==> src/include/cmcs_defines.vh <==
// Constants for the configuration master clock select block
`ifndef CMCS_DEFINES_VH
`define CMCS_DEFINES_VH

// ----------------------------------------------------------------
// Oscillator and divider sizing
// ----------------------------------------------------------------
`define CMCS_OSC_KHZ 100000
`define CMCS_OSC_NOMINAL_KHZ 130000
`define CMCS_PERIOD_W 6
`define CMCS_CODE_W 4

// ----------------------------------------------------------------
// Nominal frequencies in kHz
// ----------------------------------------------------------------
`define CMCS_HW_DEFAULT_KHZ 3100
`define CMCS_F0_KHZ 2500
`define CMCS_F1_KHZ 4300
`define CMCS_F2_KHZ 5400
`define CMCS_F3_KHZ 6900
`define CMCS_F4_KHZ 8100
`define CMCS_F5_KHZ 9200
`define CMCS_F6_KHZ 10000
`define CMCS_F7_KHZ 13000
`define CMCS_F8_KHZ 15000
`define CMCS_F9_KHZ 20000
`define CMCS_F10_KHZ 26000
`define CMCS_F11_KHZ 33000

// ----------------------------------------------------------------
// Selection codes
// ----------------------------------------------------------------
`define CMCS_SW_DEFAULT_CODE 4'h0
`define CMCS_MAX_ENC_CODE 4'h8
`define CMCS_MAX_CODE 4'hb

// Oscillator cycles per master clock period, rounded to nearest
`define CMCS_PERIOD_OF(khz) ((`CMCS_OSC_KHZ + (khz) / 2) / (khz))
`define CMCS_HW_DEFAULT_PERIOD `CMCS_PERIOD_OF(`CMCS_HW_DEFAULT_KHZ)

`endif

==> src/hdl/cmcs_divider.v <==
// Glitch-free programmable divider producing the master clock
`timescale 1ns/1ps
`include "cmcs_defines.vh"

module cmcs_divider
#(
   parameter PERIOD_W = `CMCS_PERIOD_W
)
(
   clk,
   rstn,
   period_in,
   clk_out,
   period_active
);
   input wire clk;
   input wire rstn;
   input wire [PERIOD_W-1:0] period_in;
   output reg clk_out;
   output reg [PERIOD_W-1:0] period_active;

   localparam integer HW_PERIOD_INT = `CMCS_HW_DEFAULT_PERIOD;
   localparam [PERIOD_W-1:0] HW_PERIOD = HW_PERIOD_INT[PERIOD_W-1:0];
   localparam [PERIOD_W-1:0] ONE = {{(PERIOD_W-1){1'b0}}, 1'b1};

   reg [PERIOD_W-1:0] cnt_reg;
   reg [PERIOD_W-1:0] cnt_next;
   reg [PERIOD_W-1:0] period_next;
   wire wrap;

   assign wrap = (cnt_reg == period_active - ONE);

   // ----------------------------------------------------------------
   // Next count and period
   // ----------------------------------------------------------------
   // New period is taken only at the end of a whole period, so the
   // output never shows a shortened high or low phase
   always @*
   begin
      cnt_next = cnt_reg + ONE;
      period_next = period_active;
      if (wrap)
      begin
         cnt_next = {PERIOD_W{1'b0}};
         period_next = period_in;
      end
   end

   // ----------------------------------------------------------------
   // Registers
   // ----------------------------------------------------------------
   // High for the first floor(P/2) cycles; odd periods lean low
   always @(posedge clk or negedge rstn)
   begin
      if (!rstn)
      begin
         // Parked on the last count so the first edge opens a whole high phase
         cnt_reg <= HW_PERIOD - ONE;
         period_active <= HW_PERIOD;
         clk_out <= 1'b0;
      end
      else
      begin
         cnt_reg <= cnt_next;
         period_active <= period_next;
         clk_out <= (cnt_next < (period_next >> 1));
      end
   end
endmodule

==> src/hdl/cmcs_top.v <==
// Configuration master clock generator and frequency select
`timescale 1ns/1ps
`include "cmcs_defines.vh"

module cmcs_top
(
   clk,
   rstn,
   cfg_sel_valid,
   cfg_sel_explicit,
   cfg_sel_code,
   cfg_encrypt_en,
   config_master_clock,
   user_master_clock,
   osc_user_clk,
   mclk_sel_applied,
   mclk_code,
   mclk_period,
   mclk_sel_limit_err
);
   input wire clk;
   input wire rstn;
   input wire cfg_sel_valid;
   input wire cfg_sel_explicit;
   input wire [`CMCS_CODE_W-1:0] cfg_sel_code;
   input wire cfg_encrypt_en;
   output wire config_master_clock;
   output wire user_master_clock;
   output wire osc_user_clk;
   output reg mclk_sel_applied;
   output reg [`CMCS_CODE_W-1:0] mclk_code;
   output wire [`CMCS_PERIOD_W-1:0] mclk_period;
   output reg mclk_sel_limit_err;

   localparam integer HW_PERIOD_INT = `CMCS_HW_DEFAULT_PERIOD;
   localparam [`CMCS_PERIOD_W-1:0] HW_PERIOD = HW_PERIOD_INT[`CMCS_PERIOD_W-1:0];
   localparam [`CMCS_CODE_W-1:0] SW_CODE = `CMCS_SW_DEFAULT_CODE;

   reg [`CMCS_CODE_W-1:0] code_next;
   reg [`CMCS_PERIOD_W-1:0] period_sel;
   wire divided_clk;

   // ----------------------------------------------------------------
   // Code to period lookup
   // ----------------------------------------------------------------
   // Unlisted codes fall back to the software default
   function [`CMCS_PERIOD_W-1:0] code_period;
      input [`CMCS_CODE_W-1:0] code;
      integer p;
      begin
         case (code)
            4'h0: p = `CMCS_PERIOD_OF(`CMCS_F0_KHZ);
            4'h1: p = `CMCS_PERIOD_OF(`CMCS_F1_KHZ);
            4'h2: p = `CMCS_PERIOD_OF(`CMCS_F2_KHZ);
            4'h3: p = `CMCS_PERIOD_OF(`CMCS_F3_KHZ);
            4'h4: p = `CMCS_PERIOD_OF(`CMCS_F4_KHZ);
            4'h5: p = `CMCS_PERIOD_OF(`CMCS_F5_KHZ);
            4'h6: p = `CMCS_PERIOD_OF(`CMCS_F6_KHZ);
            4'h7: p = `CMCS_PERIOD_OF(`CMCS_F7_KHZ);
            4'h8: p = `CMCS_PERIOD_OF(`CMCS_F8_KHZ);
            4'h9: p = `CMCS_PERIOD_OF(`CMCS_F9_KHZ);
            4'ha: p = `CMCS_PERIOD_OF(`CMCS_F10_KHZ);
            4'hb: p = `CMCS_PERIOD_OF(`CMCS_F11_KHZ);
            default: p = `CMCS_PERIOD_OF(`CMCS_F0_KHZ);
         endcase
         // All table periods fit the counter width, so the cut loses nothing
         code_period = p[`CMCS_PERIOD_W-1:0];
      end
   endfunction

   // ----------------------------------------------------------------
   // Selection decode
   // ----------------------------------------------------------------
   // A missing or out-of-table choice lands on the software default
   always @*
   begin
      code_next = SW_CODE;
      if (cfg_sel_explicit && (cfg_sel_code <= `CMCS_MAX_CODE))
      begin
         code_next = cfg_sel_code;
      end
   end

   // ----------------------------------------------------------------
   // Selection register
   // ----------------------------------------------------------------
   // Hardware default holds until the selection bits are taken.
   // The encryption ceiling is the source's duty; a breach is only
   // flagged, since clamping would silently change the chosen rate.
   always @(posedge clk or negedge rstn)
   begin
      if (!rstn)
      begin
         mclk_sel_applied <= 1'b0;
         mclk_code <= SW_CODE;
         mclk_sel_limit_err <= 1'b0;
      end
      else if (cfg_sel_valid)
      begin
         mclk_sel_applied <= 1'b1;
         mclk_code <= code_next;
         mclk_sel_limit_err <= cfg_encrypt_en ? (code_next > `CMCS_MAX_ENC_CODE) : 1'b0;
      end
   end

   // Period requested of the divider
   always @*
   begin
      period_sel = mclk_sel_applied ? code_period(mclk_code) : HW_PERIOD;
   end

   // ----------------------------------------------------------------
   // Divider from the oscillator clock
   // ----------------------------------------------------------------
   cmcs_divider
   #(
      .PERIOD_W(`CMCS_PERIOD_W)
   )
   u_div
   (
      .clk(clk),
      .rstn(rstn),
      .period_in(period_sel),
      .clk_out(divided_clk),
      .period_active(mclk_period)
   );

   // ----------------------------------------------------------------
   // Clock outputs
   // ----------------------------------------------------------------
   // Nothing stops either clock once running
   assign config_master_clock = divided_clk;
   assign user_master_clock = divided_clk;
   assign osc_user_clk = clk;
endmodule

==> config.mk <==
export PLATFORM = sky130hd
export DESIGN_NAME = cmcs_top
export DESIGN_NICKNAME = d
export VERILOG_FILES = /design/src/hdl/cmcs_divider.v /design/src/hdl/cmcs_top.v
export VERILOG_INCLUDE_DIRS = /design/src /design/src/include
export SDC_FILE = /design/constraint.sdc
export NUM_CORES = 1
export LEC_CHECK = 0
export BUFFER_PORTS_ARGS = -buffer_cell sky130_fd_sc_hd__buf_2
export CORE_MARGIN = 4
export CORE_UTILIZATION = 40
export DETAILED_ROUTE_END_ITERATION = 12
export PLACE_DENSITY = 0.67
export SETUP_SLACK_MARGIN = 0.15
export SLEW_MARGIN = 25
export SYNTH_ARGS = -nofsm -noshare
export SYNTH_HDL_FRONTEND = slang
export SYNTH_SLANG_ARGS = --single-unit
==> constraint.sdc <==
create_clock -name clk -period 4 [get_ports clk]
set_clock_uncertainty 0.2 [all_clocks]
set_input_delay 0.6 -clock clk [delete_from_list [all_inputs] [get_ports clk]]
set_output_delay 0.6 -clock clk [all_outputs]
set_load 0.02 [all_outputs]
==> results of run 1 <==
==> cell type report <==
| cell class | count | share of cell area [%] |
|---|---|---|
| timing repair buffer | 24 | 8.59 |
| inverter | 10 | 2.53 |
| multi-input combinational | 92 | 49.0 |
| clock buffer | 8 | 3.62 |
| tap | 44 | 3.71 |
| sequential | 19 | 32.5 |
==> path summary, 6_finish.rpt <==
path,start,endpoint,slack (ns),cells after the start
worst max-delay path,u_div.period_active[0]$_DFFE_PN0N_,u_div.clk_out$_DFF_PN0_,0.62,14
worst min-delay path,cfg_sel_code[1],mclk_code[1]$_DFFE_PN0P_,0.22,3
worst max register to register,u_div.period_active[0]$_DFFE_PN0N_,u_div.clk_out$_DFF_PN0_,0.62,14
worst min register to register,mclk_sel_limit_err$_DFFE_PN0P_,mclk_sel_limit_err$_DFFE_PN0P_,0.33,2
max in group asynchronous,rstn,u_div.cnt_reg[3]$_DFF_PN1_,2.82,2
min in group asynchronous,rstn,mclk_code[2]$_DFFE_PN0P_,0.43,2
==> power by group through the flow <==
| stage | sequential (uW) | combinational (uW) | clock [uW] |
|---|---|---|---|
| 2_1_floorplan | 205 | 26.0 | 29.2 |
| 3_3_place_gp | 202 | 45.4 | 23.4 |
| 3_5_place_dp | 203 | 46.8 | 23.4 |
| 4_1_cts | 200 | 48.0 | 170 |
| 5_1_grt | 200 | 53.9 | 184 |
| 6_report | 199 | 47.0 | 164 |
==> per-layer routing <==
layer | vias to the layer above | wire length (um) | GRT usage (%)
li1 | 506 | - | -
met1 | 504 | 1150 | 16.2
met2 | 26 | 1310 | 23.8
met3 | 6 | 132 | 3.99
met4 | 0 | 58 | 10.3
met5 | - | 0 | 0
==> per-stage QoR <==
stage | setup WS (ns) | utilization, % | instances | hold WS, ns | area (sq um)
floorplan | 0.795 | - | 127 | 0.104 | 1290
global placement | 0.753 | 46.3 | 189 | 0.312 | 1430
detailed placement | 0.639 | 46.3 | 189 | 0.324 | 1430
CTS | 0.611 | 48.3 | 197 | 0.205 | 1490
global route | 0.367 | 48.3 | 197 | 0.205 | 1490
finish | 0.618 | 48.3 | 197 | 0.216 | 1490
==> kinds of logic after synthesis <==
kind of cell / Yosys count / share of synthesized area [%]
buffers and inverters: 16 / 5.93
muxes: 9 / 7.68
adders and majority gates: 11 / 10.7
DFF: 19 / 37.5
and+or+nand+nor: 34 / 15.8
AOI/OAI and AO/OA: 27 / 14.9
xor gates and xnor gates: 11 / 7.48
==> worst max-delay path: cells and delay by family, from the launching register on <==
family / cells / cell delay (ns)
DFF: 1 / 0.48
and+or+nand+nor: 4 / 0.45
AOI/OAI and AO/OA: 5 / 1.21
xor gates and xnor gates: 1 / 0.15
buffers and inverters: 2 / 0.29
adders and majority gates: 2 / 0.53
==> layout by cell type (no fill, tap or decap), types with 2 or more instances in the layout <==
cell and n:
o41ai_1 2, mux2_1 3, inv_1 10, nor2b_1 2, nand3_1 4, o211ai_1 3, ha_1 11, a21oi_1 3
and4_1 2, dfrtp_1 13, a211oi_1 2, o21ai_0 7, mux2i_1 5, or4_4 2, xnor2_1 6, dfstp_2 6
xor2_1 5, nor2_1 7, nand2_1 8, o22ai_1 2, buf_2 23, clkbuf_4 6
==> run summary, run 1 <==
status = completed
Vias/cell = 5.29
Worst Setup End Kind = flip-flop
P&R area growth vs syn = 15.4%
Post-synth top flop = dfrtp_1
largest net degree at the start of global routing = 20
global-route wire length before repair = 4570 um
arrival time at the worst endpoint = 3.52 ns
port buffer count = 23
EDFF count, synth = 0
largest area contributor in the netlist = dfrtp_1
internal power = 292 uW
Mean Syn Cell Area = 10.1 sq um
insertion delay to the later sink of the worst-skew pair = 0.42 ns
clock-pin slew on the worst setup and hold paths = 0.11 ns
# DRC = 0
Die Y = 64.7 um
Worst EP required = 4.14 ns
row cnt = 20
RSZ-0062 raised after global routing = no
FF/Latch Area = 483 sq um
sequential share of power = 48.6%
cell count after synthesis = 127
startpoint types = flip-flop
#FFs+latches synth = 19
cell mode on critical path = ha_1
kind of critical path = flip-flop to flip-flop
initial antenna violation count = 0
routability cong. = 0.834
# nets final = 174
area used by multi-input combinational logic = 728 sq um
top area cells in the synthesized netlist = dfrtp_1 (25%), dfstp_2 (12%), ha_1 (11%), xnor2_1 (4.1%), mux2i_1 (3.9%)
share of cells above drive strength 1 = 28.8%
slowest stage delay, CP = 0.59 ns
Max Slew Vio Count = 0
Final setup violation count = 0
minimum clock period after layout = 3.38 ns
Starting Density = 41.8%
Max Cap Viol = 0
Synthesized Nets = 147
Detail Route Antenna Nets = 0
# hold bufs at CTS = 1
Sw Share = 28.9%
Fillers = 300
setup TNS = 0 ns
core area = 3080 sq um
GRT Total Usage = 14.5%
CTS resizes = 0
vias in the first global route = 1031
worst relative slew slack = 50.2%
Worst VDD drop = 0.116 mV
combinational share of power = 11.4%
fin crit share = 84.6%
total power = 410 uW
Pwr Density = 276 nW/um^2
crit-path max FO = 12
synthesized area = 1290 sq um
switching pwr = 118 uW
most frequent cell after synthesis = dfrtp_1
CP max stage cell = a41oi_1
post-synth cell types = 42
full die area = 4190 sq um
# diodes = 0
worst hold path class = input port to flip-flop
total vias in the final route = 1042
Routed WL per cell = 13.5 um
Hold Violations, Final = 0
crit-path cells = inv_1 > ha_1 > xnor2_1 > a221oi_1 > a41oi_1 > nor2_2 > buf_4 > nor2_1 > ha_1 > a21oi_1 > nor2b_1 > o21ai_0 > nand2b_1 > a311oi_2
gr ovfl total = 0
Fmax = 296 MHz
clock power share = 39.9%
Die Span X = 64.7 um
io pins = 24
postcts setup bufs = 0
area fraction of the dominant cell type after synthesis = 25.3%
sequential-to-total area share from yosys stat = 37.5%
Detailed Route Iter0 Violations = 23
Worst Max-Slew Pin Slew = 0.738 ns
CTS tree = built
DRT Pass-1 Iters = 3
Yosys warnings = 0
post-detail-place hpwl = 2110 um
Synth top cells by count = dfrtp_1 (13), ha_1 (11), inv_1 (10)
Pleak = 0.000647 uW
final wirelength = 2660 um
Async SR Flop Fraction = 100%
Power figures use the tool's default switching activity.
==> run 2, diff against run 1 <==
ABC_AREA = 1   (was not set)
PLACE_DENSITY = 0.69   (was 0.67)
clock period = 2.9 ns   (was 4 ns; I/O delays follow)
==> run 2 against run 1 <==
  * Largest power group unchanged
  * Core utilization increased by 3.1 points
  * Wire length increased by 4.8%
  * Non-clock buffer count increased by 7
  * Combinational power increased by 23%
  * Cell count increased by 26%
  * Critical path depth unchanged
==> run summary, run 2 <==
status = completed
Worst Max-Slew Pin Slew = 0.432 ns
total power = 564 uW
Synth top cells by count = nand2_1 (34), inv_1 (28), nor2_1 (17)
#FFs+latches synth = 19
Die Y = 65.0 um
cell count after synthesis = 168
CP max stage cell = dfrtp_1
clock power share = 40.6%
final design utilization = 51.3%
most common cell after layout, fill and taps aside = nand2_1
RSZ-0062 raised after global routing = no
internal power = 398 uW
worst hold path class = input port to flip-flop
startpoint types = flip-flop
gr ovfl total = 0
insertion delay to the later sink of the worst-skew pair = 0.41 ns
EDFF count, synth = 0
most frequent cells in the layout = nand2_1 (34), inv_1 (28), buf_2 (23)
most frequent cell after synthesis = nand2_1
Max Slew Vio Count = 0
P&R area growth vs syn = 21.7%
Pwr Density = 357 nW/um^2
Pleak = 0.000871 uW
Mean Syn Cell Area = 7.73 sq um
Max Cap Viol = 0
Worst Path Buf+Inv = 1
Worst Setup End Kind = flip-flop
sequential share of power = 49.1%
slowest stage delay, CP = 0.40 ns
largest net degree at the start of global routing = 20
Final setup violation count = 0
GRT Total Usage = 13.9%
combinational share of power = 10.3%
total vias in the final route = 1177
vias in the first global route = 1106
top area cells in the synthesized netlist = dfrtp_1 (25%), dfstp_2 (12%), ha_1 (11%), nand2_1 (9.8%), inv_1 (8.1%)
Fillers = 307
hold_ws = 0.0426 ns
Post-synth top flop = dfrtp_1
clock-pin slew on the worst setup and hold paths = 0.12 ns
synthesized area = 1300 sq um
post-detail-place hpwl = 2050 um
DRT Pass-1 Iters = 4
# nets final = 226
port buffer count = 23
Vias/cell = 4.73
Sw Share = 29.4%
row cnt = 20
share of cells above drive strength 1 = 26.8%
Starting Density = 42.2%
Hold Violations, Final = 0
sequential-to-total area share from yosys stat = 37.2%
CTS tree = built
final wirelength = 2790 um
worst relative slew slack = 71.2%
kind of critical path = flip-flop to flip-flop
post-synth cell types = 29
Yosys warnings = 0
Die Span X = 65.0 um
crit-path cells = inv_2 > ha_1 > xnor2_1 > nor2_1 > nand3_4 > nor2_8 > nor2_1 > a31oi_1 > ha_1 > a21oi_1 > nor2_1 > nor2_1 > o21ai_1 > a21oi_2
switching pwr = 166 uW
core area = 3080 sq um
# diodes = 0
crit-path max FO = 5
delay-heaviest family, CP = simple AND/OR/NAND/NOR gates
post-route cell area = 1580 sq um
global-route wire length before repair = 4510 um
Worst VDD drop = 0.151 mV
full die area = 4220 sq um
# DRC = 0
Detailed Route Iter0 Violations = 54
fin crit share = 92.5%
minimum clock period after layout = 2.68 ns
Detail Route Antenna Nets = 0
Placement Cell Area = 1440 sq um
Async SR Flop Fraction = 100%
Routed WL per cell = 11.2 um
area fraction of the dominant cell type after synthesis = 25.0%
largest area contributor in the netlist = dfrtp_1
arrival time at the worst endpoint = 2.84 ns
setup TNS = 0 ns
cell mode on critical path = nor2_1
routability cong. = 0.850
initial antenna violation count = 0
Synthesized Nets = 188
Worst EP required = 3.06 ns
Fmax = 373 MHz
io pins = 24
run 2: cell types whose count changed after synthesis, sizes merged, moves of 3 or more:
cell   previous run  this run
mux2              4         0
inv              10        32
mux2i             5         0
nor2              8        18
o21ai             8        15
nand3             4        14
nand2             8        36
xnor2             6         3
run 2: path summary, 6_finish.rpt:
| path | from | end | slack, ns | cells after the start |
|---|---|---|---|---|
| min reg2reg | mclk_sel_limit_err$_DFFE_PN0P_ | mclk_sel_limit_err$_DFFE_PN0P_ | 0.31 | 2 |
| min | cfg_encrypt_en | mclk_sel_limit_err$_DFFE_PN0P_ | 0.04 | 3 |
| min in group asynchronous | rstn | mclk_code[3]$_DFFE_PN0P_ | 0.27 | 2 |
| max reg2reg | u_div.period_active[0]$_DFFE_PN0N_ | u_div.clk_out$_DFF_PN0_ | 0.22 | 14 |
| max in group asynchronous | rstn | u_div.cnt_reg[2]$_DFF_PN1_ | 1.88 | 2 |
| max | u_div.period_active[0]$_DFFE_PN0N_ | u_div.clk_out$_DFF_PN0_ | 0.22 | 14 |
run 2: final cells by class:
class | instances | area, sq um | share of cell area, %
multi-input combinational | 115 | 684 | 43.3
clock buffer | 7 | 50.0 | 3.17
clock inverter | 1 | 7.51 | 0.475
inverter | 32 | 120 | 7.60
sequential | 19 | 483 | 30.6
tap | 44 | 55.1 | 3.48
timing repair buffer | 31 | 180 | 11.4
run 2: logic make-up (layout without fill, tap and decap cells):
kind of cell,Yosys count,after routing,share of synthesized area [%]
AO/OA/AOI/OAI,28,28,12.7
adder cells (fa/ha/maj),11,11,10.6
flip-flops,19,19,37.2
buffers and inverters,35,71,11.6
AND/OR/NAND/NOR,69,70,23.9
XOR/XNOR,6,6,4.05
run 2: power groups by stage:
| stage | Clock (uW) | Sequential, uW | Combinational [uW] |
|---|---|---|---|
| floorplan | 40.3 | 285 | 28.7 |
| global placement | 32.2 | 281 | 57.1 |
| detailed placement | 32.2 | 281 | 57.3 |
| CTS | 238 | 277 | 58.9 |
| global route | 254 | 278 | 68.5 |
| finish | 229 | 277 | 57.9 |
run 2: what timing repair did:
item	CTS	global route
resized for setup	0	1
hold endpoints to repair	13	0
setup endpoints to repair	0	1
buffers inserted	0	8
hold buffers	1	0
run 2: metrics by stage:
stage	std cells	worst slack [ns]
after global routing	249	0.0486
after floorplan	168	0.276
after detailed placement	232	0.213
after CTS	240	0.170
after global placement	232	0.345
final	249	0.218
run 2: worst reg2reg max path, cell delays in order, from the launching register on:
cell     delay (ns)
dfrtp_1        0.40
inv_2          0.07
ha_1           0.30
xnor2_1        0.12
nor2_1         0.18
nand3_4        0.16
nor2_8         0.17
nor2_1         0.05
a31oi_1        0.20
ha_1           0.29
a21oi_1        0.15
nor2_1         0.06
nor2_1         0.08
o21ai_1        0.08
a21oi_2        0.10
run 2: metal layers:
metal  routed length (um)  track usage, %  share of wire [%]  up-vias
met2                 1400            23.6                 50       25
met3                  115            2.60                4.1        5
met4                   28            7.12                1.0        0
met1                 1240            16.5                 44      536
met5                    0               0                  0        -
li1                     -               -                  -      611
